**src/rtl/vcrp_pkg.sv**
```systemverilog
/*
  Constants, types and helper functions of the crypto request parser.
  Assumes a single 100 MHz clock domain; requests arrive as 32-bit
  little-endian words, first word first.
*/
package vcrp_pkg;

  // ==========================================================
  // Register map (byte addresses, one word each)
  // ==========================================================
  localparam logic [7:0]  REG_CTRL      = 8'h00;  // Feature bits
  localparam logic [7:0]  REG_MASK_BASE = 8'h04;  // Four algo masks, one per service
  localparam logic [7:0]  REG_MASK_LAST = 8'h10;
  localparam logic [7:0]  REG_STAT      = 8'h14;  // Last status, live sessions, busy
  localparam logic [7:0]  REG_SID_LO    = 8'h18;  // Last session id handed out
  localparam logic [7:0]  REG_SID_HI    = 8'h1C;
  localparam logic [7:0]  REG_DONE_CNT  = 8'h20;  // Completed requests
  localparam int          CTRL_REV1_BIT = 0;      // Revision-1 negotiated
  localparam int          CTRL_SL_BIT0  = 1;      // Stateless bits 1..4, by service code
  localparam logic [4:0]  CTRL_RESET    = 5'h00;
  localparam logic [31:0] MASK_RESET    = 32'hFFFF_FFFF;
  localparam int          STAT_LIVE_LSB = 8;
  localparam int          STAT_BUSY_BIT = 16;

  // ==========================================================
  // Opcode, flag and status encodings
  // ==========================================================
  localparam logic [7:0]  SVC_CIPHER   = 8'h00;
  localparam logic [7:0]  SVC_HASH     = 8'h01;
  localparam logic [7:0]  SVC_MAC      = 8'h02;
  localparam logic [7:0]  SVC_AEAD     = 8'h03;
  localparam logic [7:0]  SUB_ENC      = 8'h00;  // Also hash and MAC
  localparam logic [7:0]  SUB_DEC      = 8'h01;
  localparam logic [7:0]  SUB_CREATE   = 8'h02;
  localparam logic [7:0]  SUB_DESTROY  = 8'h03;
  localparam logic [31:0] DIR_ENCRYPT  = 32'h0000_0001;
  localparam logic [31:0] DIR_DECRYPT  = 32'h0000_0002;
  localparam logic [31:0] FLAG_SESSION = 32'h0000_0001;
  localparam logic [7:0]  ST_OK        = 8'h00;
  localparam logic [7:0]  ST_ERR       = 8'h01;
  localparam logic [7:0]  ST_NOTSUPP   = 8'h03;
  localparam logic [7:0]  ST_INVSESS   = 8'h04;
  localparam logic [7:0]  ST_NOSPC     = 8'h05;

  // ==========================================================
  // Layout sizes in 32-bit words
  // ==========================================================
  localparam logic [15:0] CTRL_HDR_W    = 16'd4;
  localparam logic [15:0] DATA_HDR_W    = 16'd6;
  localparam logic [15:0] CTRL_LEGACY_W = 16'(56 / 4);
  localparam logic [15:0] DATA_LEGACY_W = 16'(48 / 4);
  localparam logic [15:0] AEAD_CS_W     = 16'd6;
  localparam logic [15:0] HASH_CS_W     = 16'd2;
  localparam logic [15:0] MAC_CS_W      = 16'd4;
  localparam logic [15:0] CIPHER_CS_W   = 16'd12;
  localparam logic [15:0] DESTROY_W     = 16'd2;
  localparam logic [15:0] SESS_D_W      = 16'd2;
  localparam logic [15:0] STATELESS_D_W = 16'd4;
  localparam int          CAP_FLF       = 6;      // Fixed-part words kept
  localparam int          NSESS         = 8;      // Session slots
  localparam logic [63:0] SID_FIRST     = 64'h0000_0000_0000_0001;

  typedef enum logic [6:0] {
    ST_IDLE   = 7'b0000001,
    ST_RECV   = 7'b0000010,
    ST_DECIDE = 7'b0000100,
    ST_SID_LO = 7'b0001000,
    ST_SID_HI = 7'b0010000,
    ST_ENGINE = 7'b0100000,
    ST_STATUS = 7'b1000000
  } vcrp_state_type;

  // Byte count rounded up to whole words
  function automatic logic [31:0] words_of(input logic [31:0] len);
    logic [32:0] s;
    s = {1'b0, len} + 33'h0_0000_0003;
    return {1'b0, s[32:2]};
  endfunction

  // Fixed part of a control request, zero for unknown opcodes
  function automatic logic [15:0] ctrl_flf_w(input logic [7:0] svc, input logic destroy,
                                             input logic rev1, input logic known);
    logic [15:0] n;
    n = 16'h0;
    if (!known) begin
      n = 16'h0;
    end else if (!rev1) begin
      n = CTRL_LEGACY_W;
    end else if (destroy) begin
      n = DESTROY_W;
    end else begin
      unique case (svc)
        SVC_HASH: n = HASH_CS_W;
        SVC_MAC:  n = MAC_CS_W;
        SVC_AEAD: n = AEAD_CS_W;
        default:  n = CIPHER_CS_W;
      endcase
    end
    return n;
  endfunction

  // Fixed part of a data request (hash and MAC layouts)
  function automatic logic [15:0] data_flf_w(input logic known, input logic rev1,
                                             input logic stateless);
    logic [15:0] n;
    n = 16'h0;
    if (!known) begin
      n = 16'h0;
    end else if (stateless) begin
      n = STATELESS_D_W;
    end else if (rev1) begin
      n = SESS_D_W;
    end else begin
      n = DATA_LEGACY_W;
    end
    return n;
  endfunction

endpackage

```
**src/rtl/vcrp_sess_table.sv**
```systemverilog
/*
  Session table: allocates unique 64-bit session ids, looks them up
  and frees them. Lookup results are combinational from the id input.
  Assumes alloc and free are never requested in the same cycle.
*/
`timescale 1ns/1ps
module vcrp_sess_table (
  input  wire logic        clk_sys_i,   // System clock
  input  wire logic        rst_n_i,     // Async reset, active low
  input  wire logic        alloc_i,     // Take a free slot
  input  wire logic [7:0]  alloc_svc_i, // Service of new session
  input  wire logic        free_i,      // Release the hit slot
  input  wire logic [63:0] look_id_i,   // Id to look up
  output logic             hit_o,       // Id is live
  output logic [7:0]       hit_svc_o,   // Service of the hit
  output logic             full_o,      // No free slot
  output logic [63:0]      new_id_o,    // Id that alloc will hand out
  output logic [3:0]       live_o       // Live session count
);
  import vcrp_pkg::*;

  // ==========================================================
  // Slot storage
  // ==========================================================
  logic [NSESS-1:0] valid_r;            // Slot in use
  logic [63:0]      id_r [NSESS];       // Id per slot
  logic [7:0]       svc_r [NSESS];      // Service per slot
  logic [63:0]      serial_r;           // Never reused, so ids stay unique
  logic [2:0]       hit_idx;
  logic [2:0]       free_idx;

  // Search for a matching slot and the lowest free one
  always_comb begin
    hit_o     = 1'b0;
    hit_idx   = 3'h0;
    full_o    = 1'b1;
    free_idx  = 3'h0;
    live_o    = 4'h0;
    for (int i = NSESS - 1; i >= 0; i--) begin
      if (valid_r[i] && id_r[i] == look_id_i) begin
        hit_o   = 1'b1;
        hit_idx = 3'(i);
      end
      if (!valid_r[i]) begin
        full_o   = 1'b0;
        free_idx = 3'(i);
      end
      live_o = live_o + {3'h0, valid_r[i]};
    end
  end

  assign hit_svc_o = svc_r[hit_idx];
  assign new_id_o  = serial_r;

  // Slot update; ids only come from the serial counter
  always_ff @(posedge clk_sys_i or negedge rst_n_i) begin
    if (!rst_n_i) begin
      valid_r  <= '0;
      serial_r <= SID_FIRST;
      for (int i = 0; i < NSESS; i++) begin
        id_r[i]  <= 64'h0;
        svc_r[i] <= 8'h00;
      end
    end else if (alloc_i && !full_o) begin
      valid_r[free_idx] <= 1'b1;
      id_r[free_idx]    <= serial_r;
      svc_r[free_idx]   <= alloc_svc_i;
      serial_r          <= serial_r + 64'h1;
    end else if (free_i && hit_o) begin
      valid_r[hit_idx] <= 1'b0;
    end
  end

endmodule

```
**src/rtl/vcrp_parser.sv**
```systemverilog
/*
  Crypto request parser: takes control-queue and data-queue requests
  word by word, picks the layout from the opcode, answers sessions
  itself and hands hash and MAC jobs to an external engine.
  Assumes the engine writes its result data before raising done.
*/
// Strobed register access and the placing of the registers are this design's own decisions.
`timescale 1ns/1ps
module vcrp_parser (
  input  wire logic        clk_sys_i,      // System clock
  input  wire logic        rst_n_i,        // Async reset, active low
  input  wire logic [7:0]  reg_addr_i,     // Register byte address
  input  wire logic [31:0] reg_wdata_i,    // Register write data
  input  wire logic        reg_wr_i,       // Write strobe
  input  wire logic        reg_rd_i,       // Read strobe
  output logic [31:0]      reg_rdata_o,    // Read data, one cycle later
  input  wire logic        req_valid_i,    // Request word valid
  input  wire logic        req_ctrl_i,     // Control queue, with first word
  input  wire logic [31:0] req_data_i,     // Request word, little endian
  input  wire logic        req_last_i,     // Last word of request
  output logic             req_ready_o,    // Word taken when valid too
  output logic             res_valid_o,    // Outcome word valid
  output logic [1:0]       res_word_o,     // Outcome word index
  output logic [31:0]      res_data_o,     // Outcome word
  output logic             stat_valid_o,   // Status byte valid
  output logic [7:0]       stat_o,         // Status byte
  output logic             job_valid_o,    // Job dispatch pulse
  output logic [7:0]       job_svc_o,      // Hash or MAC
  output logic             job_stateless_o,
  output logic [31:0]      job_algo_o,
  output logic [63:0]      job_sid_o,
  output logic [31:0]      job_src_len_o,
  output logic [31:0]      job_res_len_o,
  output logic [31:0]      job_key_len_o,
  input  wire logic        eng_done_i,     // Engine finished, results written
  input  wire logic [7:0]  eng_status_i    // Engine status
);
  import vcrp_pkg::*;

  // ==========================================================
  // Registers
  // ==========================================================
  vcrp_state_type state_r, state_nxt;    // Request sequencer
  logic [4:0]   ctrl_r;                  // Rev1 and stateless features
  logic [31:0]  mask_r [4];              // Supported algorithms per service
  logic [31:0]  w_r [12];                // Header words 0..5, fixed words 6..11
  logic [15:0]  widx_r;                  // Words taken in this request
  logic         is_ctrl_r;               // Control queue request
  logic [7:0]   code_r;                  // Status to report
  logic [63:0]  sid_r;                   // Last session id handed out
  logic [31:0]  done_cnt_r;              // Completed requests
  logic [31:0]  rdata_r;

  // ==========================================================
  // Request word capture
  // ==========================================================
  wire        acc        = req_valid_i && req_ready_o;
  wire        ctrl_now   = (state_r == ST_IDLE) ? req_ctrl_i : is_ctrl_r;
  wire        rev1       = ctrl_r[CTRL_REV1_BIT];
  wire [7:0]  svc        = w_r[0][15:8];
  wire [7:0]  sub        = w_r[0][7:0];
  wire        hi_zero    = (w_r[0][31:16] == 16'h0);
  wire        c_create   = (sub == SUB_CREATE);
  wire        c_destroy  = (sub == SUB_DESTROY);
  wire        c_known    = hi_zero && (svc <= SVC_AEAD) && (c_create || c_destroy);
  wire        d_hm       = (svc == SVC_HASH || svc == SVC_MAC) && (sub == SUB_ENC);
  wire        d_ca       = (svc == SVC_CIPHER || svc == SVC_AEAD) && (sub <= SUB_DEC);
  wire        d_known    = hi_zero && (d_hm || d_ca);
  wire        sl_feat    = ctrl_r[CTRL_SL_BIT0 + 32'(svc[1:0])];
  wire        flag_sess  = (w_r[4] == FLAG_SESSION);
  wire        sess_mode  = !rev1 || flag_sess;
  wire        stateless  = rev1 && sl_feat && !flag_sess;
  wire        reject     = rev1 && !sl_feat && !flag_sess;
  wire [15:0] hdr_n      = ctrl_now ? CTRL_HDR_W : DATA_HDR_W;
  // Layout chosen from the opcode; cipher/AEAD data layouts are not parsed
  wire [15:0] flf_n      = is_ctrl_r ? ctrl_flf_w(svc, c_destroy, rev1, c_known)
                                     : data_flf_w(d_known && d_hm, rev1, stateless);
  wire [15:0] rel        = widx_r - hdr_n;
  wire        cap_hdr    = (widx_r < hdr_n);
  wire        cap_flf    = !cap_hdr && (rel < flf_n) && (rel < 16'(CAP_FLF));
  wire [3:0]  cap_idx    = cap_hdr ? widx_r[3:0] : 4'(rel + 16'(CAP_FLF));

  // ==========================================================
  // Decision from the captured request
  // ==========================================================
  wire        short_req  = (widx_r < hdr_n + flf_n);
  wire [15:0] vlf_n      = widx_r - hdr_n - flf_n;
  wire [31:0] key_len    = (svc == SVC_MAC) ? w_r[8] : ((svc == SVC_HASH) ? 32'h0 : w_r[7]);
  wire        key_ok     = ({16'h0, vlf_n} == words_of(key_len));
  wire [1:0]  msel       = svc[1:0];
  wire        algo_ok    = (w_r[6][31:5] == 27'h0) && mask_r[msel][w_r[6][4:0]];
  wire [31:0] dir_w      = (svc == SVC_AEAD) ? w_r[10] : w_r[8];
  wire        dir_ok     = (svc == SVC_HASH || svc == SVC_MAC) || dir_w == DIR_ENCRYPT
                           || dir_w == DIR_DECRYPT;
  wire [63:0] look_id    = is_ctrl_r ? {w_r[7], w_r[6]} : {w_r[3], w_r[2]};
  logic        tab_hit, tab_full;
  logic [7:0]  tab_svc;
  logic [63:0] tab_new_id;
  logic [3:0]  tab_live;
  wire        sess_ok    = tab_hit && (tab_svc == svc);
  wire        decide     = (state_r == ST_DECIDE);
  logic [7:0] dec_code;                  // Status decided now
  logic       dec_alloc;                 // Create succeeds
  logic       dec_free;                  // Destroy succeeds
  logic       dec_job;                   // Hand to engine

  // Status priority per request kind
  always_comb begin
    dec_code  = ST_OK;
    dec_alloc = 1'b0;
    dec_free  = 1'b0;
    dec_job   = 1'b0;
    if (is_ctrl_r) begin
      if (!c_known) begin
        dec_code = ST_NOTSUPP;
      end else if (short_req) begin
        dec_code = ST_ERR;
      end else if (c_destroy) begin
        dec_code = sess_ok ? ST_OK : ST_ERR;
        dec_free = sess_ok;
      end else if (!algo_ok || !dir_ok) begin
        dec_code = ST_NOTSUPP;
      end else if (!key_ok) begin
        dec_code = ST_ERR;
      end else if (tab_full) begin
        dec_code = rev1 ? ST_NOSPC : ST_ERR;
      end else begin
        dec_alloc = 1'b1;
      end
    end else begin
      if (!d_known || d_ca) begin
        dec_code = ST_NOTSUPP;
      end else if (short_req || reject) begin
        dec_code = ST_ERR;
      end else if (sess_mode && !sess_ok) begin
        dec_code = ST_INVSESS;
      end else if (stateless && !algo_ok) begin
        dec_code = ST_NOTSUPP;
      end else begin
        dec_job = 1'b1;
      end
    end
  end

  // Session ids live in a small table; a destroyed id never returns
  vcrp_sess_table u_table (
    .clk_sys_i   (clk_sys_i),
    .rst_n_i     (rst_n_i),
    .alloc_i     (decide && dec_alloc),
    .alloc_svc_i (svc),
    .free_i      (decide && dec_free),
    .look_id_i   (look_id),
    .hit_o       (tab_hit),
    .hit_svc_o   (tab_svc),
    .full_o      (tab_full),
    .new_id_o    (tab_new_id),
    .live_o      (tab_live)
  );

  // ==========================================================
  // Sequencer
  // ==========================================================
  always_comb begin
    state_nxt = state_r;
    unique case (state_r)
      ST_IDLE:   if (acc) state_nxt = req_last_i ? ST_DECIDE : ST_RECV;
      ST_RECV:   if (acc && req_last_i) state_nxt = ST_DECIDE;
      ST_DECIDE: begin
        if (dec_alloc) begin
          state_nxt = ST_SID_LO;
        end else if (dec_job) begin
          state_nxt = ST_ENGINE;
        end else begin
          state_nxt = ST_STATUS;
        end
      end
      ST_SID_LO: state_nxt = ST_SID_HI;
      ST_SID_HI: state_nxt = ST_STATUS;
      ST_ENGINE: if (eng_done_i) state_nxt = ST_STATUS;
      ST_STATUS: state_nxt = ST_IDLE;
    endcase
  end

  // State, word index and capture
  always_ff @(posedge clk_sys_i or negedge rst_n_i) begin
    if (!rst_n_i) begin
      state_r   <= ST_IDLE;
      widx_r    <= 16'h0;
      is_ctrl_r <= 1'b0;
      for (int i = 0; i < 12; i++) begin
        w_r[i] <= 32'h0;
      end
    end else begin
      state_r <= state_nxt;
      if (state_r == ST_IDLE) begin
        is_ctrl_r <= req_ctrl_i;
        widx_r    <= 16'h0;
        for (int i = 0; i < 12; i++) begin
          w_r[i] <= 32'h0;     // Absent words read as zero
        end
      end
      if (acc) begin
        widx_r <= (state_r == ST_IDLE) ? 16'h1 : widx_r + 16'h1;
        if (cap_hdr || cap_flf) begin
          w_r[cap_idx] <= req_data_i;
        end
      end
    end
  end

  // Status code and session id latch
  always_ff @(posedge clk_sys_i or negedge rst_n_i) begin
    if (!rst_n_i) begin
      code_r <= ST_OK;
      sid_r  <= 64'h0;
    end else if (decide) begin
      code_r <= dec_code;
      if (dec_alloc) begin
        sid_r <= tab_new_id;
      end
    end else if (state_r == ST_ENGINE && eng_done_i) begin
      code_r <= eng_status_i;
    end
  end

  // ==========================================================
  // Outputs, all registered
  // ==========================================================
  wire        go_job   = decide && dec_job;
  wire [31:0] j_src    = !stateless ? w_r[6] : ((svc == SVC_MAC) ? w_r[8] : w_r[7]);
  wire [31:0] j_res    = !stateless ? w_r[7] : ((svc == SVC_MAC) ? w_r[9] : w_r[8]);
  wire [31:0] j_key    = (stateless && svc == SVC_MAC) ? w_r[7] : 32'h0;
  wire [31:0] j_algo   = stateless ? w_r[6] : w_r[1];

  // Outcome words, status byte and job pulse
  always_ff @(posedge clk_sys_i or negedge rst_n_i) begin
    if (!rst_n_i) begin
      req_ready_o     <= 1'b0;
      res_valid_o     <= 1'b0;
      res_word_o      <= 2'h0;
      res_data_o      <= 32'h0;
      stat_valid_o    <= 1'b0;
      stat_o          <= ST_OK;
      job_valid_o     <= 1'b0;
      job_svc_o       <= 8'h00;
      job_stateless_o <= 1'b0;
      job_algo_o      <= 32'h0;
      job_sid_o       <= 64'h0;
      job_src_len_o   <= 32'h0;
      job_res_len_o   <= 32'h0;
      job_key_len_o   <= 32'h0;
    end else begin
      req_ready_o  <= (state_nxt == ST_IDLE) || (state_nxt == ST_RECV);
      res_valid_o  <= (state_r == ST_SID_LO) || (state_r == ST_SID_HI);
      res_word_o   <= (state_r == ST_SID_HI) ? 2'h1 : 2'h0;
      res_data_o   <= (state_r == ST_SID_HI) ? sid_r[63:32] : sid_r[31:0];
      stat_valid_o <= (state_r == ST_STATUS);
      stat_o       <= code_r;
      job_valid_o  <= go_job;
      if (go_job) begin
        job_svc_o       <= svc;
        job_stateless_o <= stateless;
        job_algo_o      <= j_algo;
        job_sid_o       <= {w_r[3], w_r[2]};
        job_src_len_o   <= j_src;
        job_res_len_o   <= j_res;
        job_key_len_o   <= j_key;
      end
    end
  end

  // ==========================================================
  // Register port
  // ==========================================================
  wire        sel_mask = (reg_addr_i >= REG_MASK_BASE) && (reg_addr_i <= REG_MASK_LAST)
                         && (reg_addr_i[1:0] == 2'h0);
  wire [7:0]  mofs     = reg_addr_i - REG_MASK_BASE;
  wire [1:0]  midx     = mofs[3:2];
  wire        busy     = (state_r != ST_IDLE);
  wire [31:0] stat_w   = {15'h0, busy, 4'h0, tab_live, code_r};
  logic [31:0] rd_mux;

  // Read select; unmapped addresses read zero
  always_comb begin
    rd_mux = 32'h0;
    if (sel_mask) begin
      rd_mux = mask_r[midx];
    end else begin
      case (reg_addr_i)
        REG_CTRL:     rd_mux = {27'h0, ctrl_r};
        REG_STAT:     rd_mux = stat_w;
        REG_SID_LO:   rd_mux = sid_r[31:0];
        REG_SID_HI:   rd_mux = sid_r[63:32];
        REG_DONE_CNT: rd_mux = done_cnt_r;
        default:      rd_mux = 32'h0;
      endcase
    end
  end

  // Writes, read data and completion count
  always_ff @(posedge clk_sys_i or negedge rst_n_i) begin
    if (!rst_n_i) begin
      ctrl_r     <= CTRL_RESET;
      done_cnt_r <= 32'h0;
      rdata_r    <= 32'h0;
      for (int i = 0; i < 4; i++) begin
        mask_r[i] <= MASK_RESET;
      end
    end else begin
      rdata_r <= reg_rd_i ? rd_mux : 32'h0;
      if (reg_wr_i && reg_addr_i == REG_CTRL) begin
        ctrl_r <= reg_wdata_i[4:0];
      end
      if (reg_wr_i && sel_mask) begin
        mask_r[midx] <= reg_wdata_i;
      end
      if (state_r == ST_STATUS) begin
        done_cnt_r <= done_cnt_r + 32'h1;
      end
    end
  end

  assign reg_rdata_o = rdata_r;

endmodule

```
**config.mk**
```make
export PLATFORM = sky130hd
export DESIGN_NAME = vcrp_parser
export DESIGN_NICKNAME = d
export VERILOG_FILES = /design/src/rtl/vcrp_pkg.sv /design/src/rtl/vcrp_sess_table.sv /design/src/rtl/vcrp_parser.sv
export SDC_FILE = /design/constraint.sdc
export NUM_CORES = 2
export LEC_CHECK = 0
export ABC_AREA = 1
export BUFFER_PORTS_ARGS = -buffer_cell sky130_fd_sc_hd__buf_2
export CORE_ASPECT_RATIO = 0.5
export CORE_MARGIN = 2
export CORE_UTILIZATION = 35
export DETAILED_ROUTE_END_ITERATION = 16
export HOLD_SLACK_MARGIN = 0.06
export RECOVER_POWER = 25
export SLEW_MARGIN = 40
export SYNTH_ARGS = -nofsm -noshare
export SYNTH_HDL_FRONTEND = slang
export SYNTH_SLANG_ARGS = --single-unit
```
**constraint.sdc**
```tcl
create_clock -name clk_sys_i -period 8.1 [get_ports clk_sys_i]
set_input_delay 0.81 -clock clk_sys_i [delete_from_list [all_inputs] [get_ports clk_sys_i]]
set_output_delay 0.81 -clock clk_sys_i [all_outputs]
set_load 0.02 [all_outputs]
```
==> Yosys cells after proc, flatten, opt, wreduce, memory -nomap -nowiden <==
Cells that the tools add are included.
{ "op_classes": {"eq_ne": 32, "bitwise": 8, "add_sub_neg": 17, "order_cmp": 22, "muxes": 133, "reduce_logical": 74} }
{ "op_table": {"columns": ["cell", "count"], "rows": [
  ["384-bit 2-to-1 mux", 3],
  ["32-bit 2-to-1 mux", 18],
  ["512-bit bitwise mux", 1],
  ["64-bit == test", 8],
  ["384-bit bitwise mux", 1],
  ["64-bit demux with 3-bit select", 1],
  ["32-bit case mux with 5 select lines", 1],
  ["32-bit binary-select mux with 2-bit select", 2],
  ["128-bit bitwise mux", 1],
  ["32-bit demux with 4-bit select", 1],
  ["64-bit 2-to-1 mux", 2],
  ["16-bit 2-to-1 mux", 6],
  ["3-bit 2-to-1 mux", 27],
  ["64-bit by 1-bit adder with 64-bit output (second input constant)", 1],
  ["64-bit bitwise mux", 1],
  ["32-bit demux with 2-bit select", 1],
  ["32-bit by 1-bit == test with 1-bit output (second input constant)", 2],
  ["8-bit 2-to-1 mux", 8],
  ["7-bit case mux with 7 select lines", 1],
  ["1-bit logical AND", 42],
  ["1-bit 2-to-1 mux", 39],
  ["7-bit 2-to-1 mux", 5],
  ["32-bit by 2-bit adder with 33-bit output (second input constant)", 1],
  ["32-bit by 1-bit adder with 32-bit output (second input constant)", 1],
  ["62 further kinds", 112]
]} }
{ "totals": {"in_bits": 88, "out_inout_bits": 279, "wordCells": 342, "register_bits": 1571} }

==> Depth between registers and ports, before layout <==
{ "logic_depth": {"ltp_word": 28, "ltp_mapped": 40, "mapped_depth_nobuf": 35} }

==> By module <==
A second synthesis with hierarchy kept.
{ "unflattened": {"cells_unflattened": 10413, "area_unflattened_um2": 78435.2} }
{ "modules_own_cells": {"columns": ["mod", "seq_area_each_um2", "area_per_inst_um2", "cells_per_inst", "instances"], "rows": [
  ["vcrp_parser", 21657.0, 41300.9, 5124, 1],
  ["vcrp_sess_table", 16216.8, 37134.4, 5289, 1]
]} }

==> Least setup slack after synthesis <==
OpenSTA, ideal clock, no wires.
{ "synth_timing": {"kind": "flip-flop to flip-flop", "start": "register state_r[0]", "end": "register u_table.id_r[128] in the netlist's numbering", "synth_period_minus_slack_ns": 5.803, "required_time_ns": 7.983, "n_path_buf": 4, "stages_incl_launch_ff": 33, "setup_time_ns": 0.117, "arrival_ns": 5.686, "path_slack_ns": 2.297, "cell_sequence": "dfstp_2 inv_1 nor4_1 inv_1 clkbuf_1 or2_2 o21ai_0 ha_1 inv_1 ha_1 xnor2_1 ha_1 nand2_1 nor2_1 a211oi_1 nand2_1 nor3_1 nand2_1 nor3_1 xnor2_1 or2_1 nand2_1 nor3_1 nand4_1 nor2_2 nand3_4 clkinv_2 buf_8 nand3_4 buf_6 buf_6 o21ai_1 inv_1"} }
{ "synth_between": {"elab_chain_cells": 14, "word_cells_on_any_way": 17, "cone_classes": "3 x add/sub; 1 x order compare; 3 x eq/ne; 8 x mux; 2 x reduce/logical"} }
{ "synth_rtl": {"columns": ["element", "line", "source"], "rows": [
  ["start: declaration", "vcrp_parser.sv:43", "vcrp_state_type state_r, state_nxt;"],
  ["start signal: assignment", "vcrp_parser.sv:194", "state_r <= state_nxt;"],
  ["7-bit by 1-bit == test with 1-bit output", "vcrp_parser.sv:58", "wire ctrl_now = (state_r == ST_IDLE) ? req_ctrl_i : is_ctrl_r;"],
  ["1-bit 2-to-1 mux", null, null],
  ["2-bit 2-to-1 mux", "vcrp_parser.sv:74", "wire [15:0] hdr_n = ctrl_now ? CTRL_HDR_W : DATA_HDR_W;"],
  ["16-bit by 3-bit subtractor with 16-bit output", "vcrp_parser.sv:87", "wire [15:0] vlf_n = widx_r - hdr_n - flf_n;"],
  ["16-bit subtractor", "vcrp_parser.sv:87", null],
  ["16-bit by 31-bit == test with 1-bit output", "vcrp_parser.sv:89", "wire key_ok = ({16'h0, vlf_n} == words_of(key_len));"],
  ["1-bit 2-to-1 mux", "vcrp_parser.sv:123", "end else if (!key_ok) begin"],
  ["1-bit 2-to-1 mux", "vcrp_parser.sv:121", "end else if (!algo_ok || !dir_ok) begin"],
  ["1-bit 2-to-1 mux", "vcrp_parser.sv:118", "end else if (c_destroy) begin"],
  ["1-bit 2-to-1 mux", "vcrp_parser.sv:116", "end else if (short_req) begin"],
  ["1-bit 2-to-1 mux", "vcrp_parser.sv:114", "if (!c_known) begin"],
  ["1-bit 2-to-1 mux", "vcrp_parser.sv:113", "if (is_ctrl_r) begin"],
  ["1-bit logical AND (*)", "vcrp_parser.sv:149", ".alloc_i (decide && dec_alloc),"],
  ["1-bit logical AND (*)", "vcrp_sess_table.sv:64", "end else if (alloc_i && !full_o) begin"],
  ["end signal: indexed assignment", "vcrp_sess_table.sv:66", "id_r[free_idx] <= serial_r;"],
  ["end: declaration", "vcrp_sess_table.sv:26", "logic [63:0] id_r [NSESS];"]
]} }
Every way passes the cells marked *; elsewhere a longest branch is shown, timed or not.
A chain may end at the register's enable or synchronous reset.

==> Worst setup path in the final report <==
{ "layout_timing": {"start": "register state_r[5]", "end": "register u_table.id_r[151] in the netlist's numbering"} }
Same word-level chain as after synthesis.

==> results.ini <==
[status]
status=complete, but fails checks
failed_checks=max-capacitance violations, max-slew violations

[finish]
layout_common_cells=nand2_1 (3109), inv_1 (1710), dfrtp_1 (1362)
drive_above_1_share=0.09923
syn_to_final_growth_pct=13.38
fill_cells=23690
fin_util=0.3983
fin_nets=11210
final_common_cell=nand2_1

[pwr]
peakVddDrop_mv=0.1483
p_int_mw=12.35
power_leakage_nw=45.22
power_density_nw_per_um2=178.1
sw_frac_of_total=0.2357
power_frac_comb=0.027
seq_power_share=0.474
clockPowerShare=0.499
p_switching_mw=3.809

[worst_setup_path]
path_max_fanout=117
crit_top_cell=nand2_1
slowest_stage=nor3_1
slowest_delay_ns=0.50
critPathKind=reg -> reg
rrSetupSlack_ns=0.60
crit_end=u_table.id_r[151]
required_ns=8.80
reg2reg_depth=31
r2r-start=state_r[5]
start_kind=flop
critPathLaunch=state_r[5]
critical_path.endpoint_type=flop
reg2reg_to=u_table.id_r[151]
cp.arrival_ns=8.20

[placed_design]
gp_congestion=1.049
port_buffers=365
place_hpwl_um=275900

[synthesis]
synth-compound-area-share=0.1231
ys_seq_elements=1507
synth-simple-area-share=0.2575
synth-main-ff-cell=dfrtp_1
synth.avg_cell_area_sq_um=7.365
synth_warnings=0
muxShareOfSynthArea=0.008469
synth_nets=10990
async_reset_ff_frac=1.000
seq_area_frac_synth=0.4730
synth_edf_count=0
synth_top_family_by_area=simple AND/OR/NAND/NOR gates
synth_fa_ha_area_frac=0.005625
synth_cell_types=70
synthCells=10870
syn_area_sq_um=80070
synthXorXnorAreaFrac=0.01816

[sta]
max_freq_ghz=0.1333
period_minus_slack_ns=7.501
slew_violations=392
setup_viol=0
hold_viol=0
relSlewSlack=-1.744
rsz0062_at_grt=no
skew_ns=0.08407
worst_pin_slew_ns=4.115
fin_crit_sh=0.9260
fin_tns_setup_ns=0

[cts]
cts_resized=0
path_clk_slew_ns=0.06
htree_levels=4
tritoncts=done
cts_root_buffer=clkbuf_16
numClockSinks=1507
cts_setup_buffers=0
clkLatencyLatePin_ns=0.87
cts_buffers=164
clk_path_buf_depth=4

[die]
die-area_sq_um=232900
start_util=0.3513
row_count=124
core-area_sq_um=227900
fp.dieH_um=342.2
ios=367
die_x_um=680.4

[global_route]
overflow=0
antenna_found_initial=40
grt_max_degree=197
grtUsageTotal=0.3149
grt_pass1_wl_um=526000
grt_pass1_vias=69790

[hold_path]
hold_path_class=in -> reg
min-delay-start=eng_status_i[7]

[routing]
drt_iter0_drc=12320
routedWlPerCell_um=26.42
ant_nets=0
dr.pass1.iters=9
wirelength_um=376900
vias_per_cell=5.472
drcViolationCount=0
num_vias=78060

[flow_run]
max_cap_violations=6

[sequential cells by signal, summed over array words and instances, names as in the netlist, 16 cells and up]
name              flops
u_table.id_r        512
w_r                 304
mask_r              128
job_sid_o            64
sid_r                64
u_table.new_id_o     64
u_table.svc_r        64
done_cnt_r           32
job_algo_o           32
job_key_len_o        32
job_res_len_o        32
job_src_len_o        32
reg_rdata_o          32
res_data_o           32
widx_r               16
[cells by family (layout without fill, tap and decap cells)]
family	count (synthesis)	count (layout)
flops	1507	1507
simple gates	4966	4966
buf+inv	2263	2607
xor+xnor	166	166
compound gates	1875	1875
fa+ha+maj	33	33
mux	61	61
other cells	1	28
[cell type report]
class | count | area (sq um) | share of cell area
Sequential cell | 1507 | 37900 | 0.4174
Multi-Input combinational cell | 7102 | 33220 | 0.3659
Inverter | 1754 | 6600 | 0.07270
Tap cell | 3024 | 3784 | 0.04168
Clock buffer | 229 | 4701 | 0.05178
Antenna cell | 27 | 67.56 | 0.0007443
Clock inverter | 62 | 865.8 | 0.009537
Timing Repair Buffer | 562 | 3651 | 0.04022
[worst min-delay path by stage]
stage / to / slack (ns) / cells past startpoint
floorplan: stat_o[1] / 0.35 / 0
finish: code_r[7] / 0.19 / 2
CTS: code_r[7] / 0.14 / 2
global placement: stat_o[3] / 0.36 / 0
global route: code_r[7] / 0.18 / 2
detailed placement: stat_o[3] / 0.36 / 0
[cells in the mapped netlist, types with 30 or more instances]
| master | count | area, sq um |
|---|---|---|
| nand2_1 | 3119 | 11710 |
| inv_1 | 1721 | 6460 |
| dfrtp_1 | 1377 | 34460 |
| o21ai_0 | 1082 | 5415 |
| nor2_1 | 752 | 2823 |
| nand3_1 | 687 | 3438 |
| o21ai_1 | 424 | 2122 |
| clkbuf_1 | 302 | 1134 |
| a21oi_1 | 201 | 1006 |
| nand4_1 | 139 | 869.6 |
| xor2_1 | 131 | 1147 |
| dfstp_2 | 130 | 3416 |
| nor3_1 | 91 | 455.4 |
| buf_2 | 88 | 440.4 |
| nor4_1 | 57 | 356.6 |
| buf_6 | 54 | 608.1 |
| mux2_2 | 54 | 608.1 |
| nand2_2 | 47 | 294.0 |
| o211ai_1 | 38 | 285.3 |
| xnor2_1 | 35 | 306.5 |
| buf_1 | 34 | 127.6 |
| o22ai_1 | 31 | 193.9 |
| buf_4 | 30 | 225.2 |
[what timing repair did]
action | CTS | global route
setup endpoints to repair | 0 | 0
endpoints found under the hold margin | 60 | 0
hold buffers | 1 | 0
[layer usage]
metal,up-vias,global-route usage,part of all wire
li1,34620,-,-
met1,37930,0.4490,0.41
met2,4749,0.4407,0.40
met3,758,0.09227,0.13
met4,10,0.1356,0.050
met5,-,0,0.00018
[power by group through the flow]
stage / Clock (mW) / Combinational, mW / Sequential, mW
6_report: 8.07 / 0.439 / 7.65
4_1_cts: 8.08 / 0.439 / 7.65
3_5_place_dp: 0 / 0.438 / 7.79
2_1_floorplan: 0 / 0.133 / 7.78
5_1_grt: 8.39 / 0.484 / 7.66
3_3_place_gp: 0 / 0.428 / 7.79
[stage by stage]
step	area (sq um)	hold slack, ns	worst slack (ns)	total power [mW]	std cells
2_1_floorplan	80070	0.3537	2.297	7.918	10870
3_3_place_gp	85000	0.3608	1.266	8.218	13940
3_5_place_dp	85180	0.3610	1.021	8.230	13940
4_1_cts	90760	0.1395	1.000	16.17	14240
5_1_grt	90730	0.1777	0.1713	16.53	14250
6_report	90780	0.1866	0.5991	16.16	14270
[worst max-delay path, delay by kind of cell, from the launching register on]
family                   cells  cell delay [ns]
XOR/XNOR                     2             0.46
buffers and inverters        6             1.26
adder cells (fa/ha/maj)      3             0.78
AO/OA/AOI/OAI                3             0.74
flip-flops                   1             0.41
AND/OR/NAND/NOR             17             3.47
No activity file was read; power rests on OpenSTA's default activity.
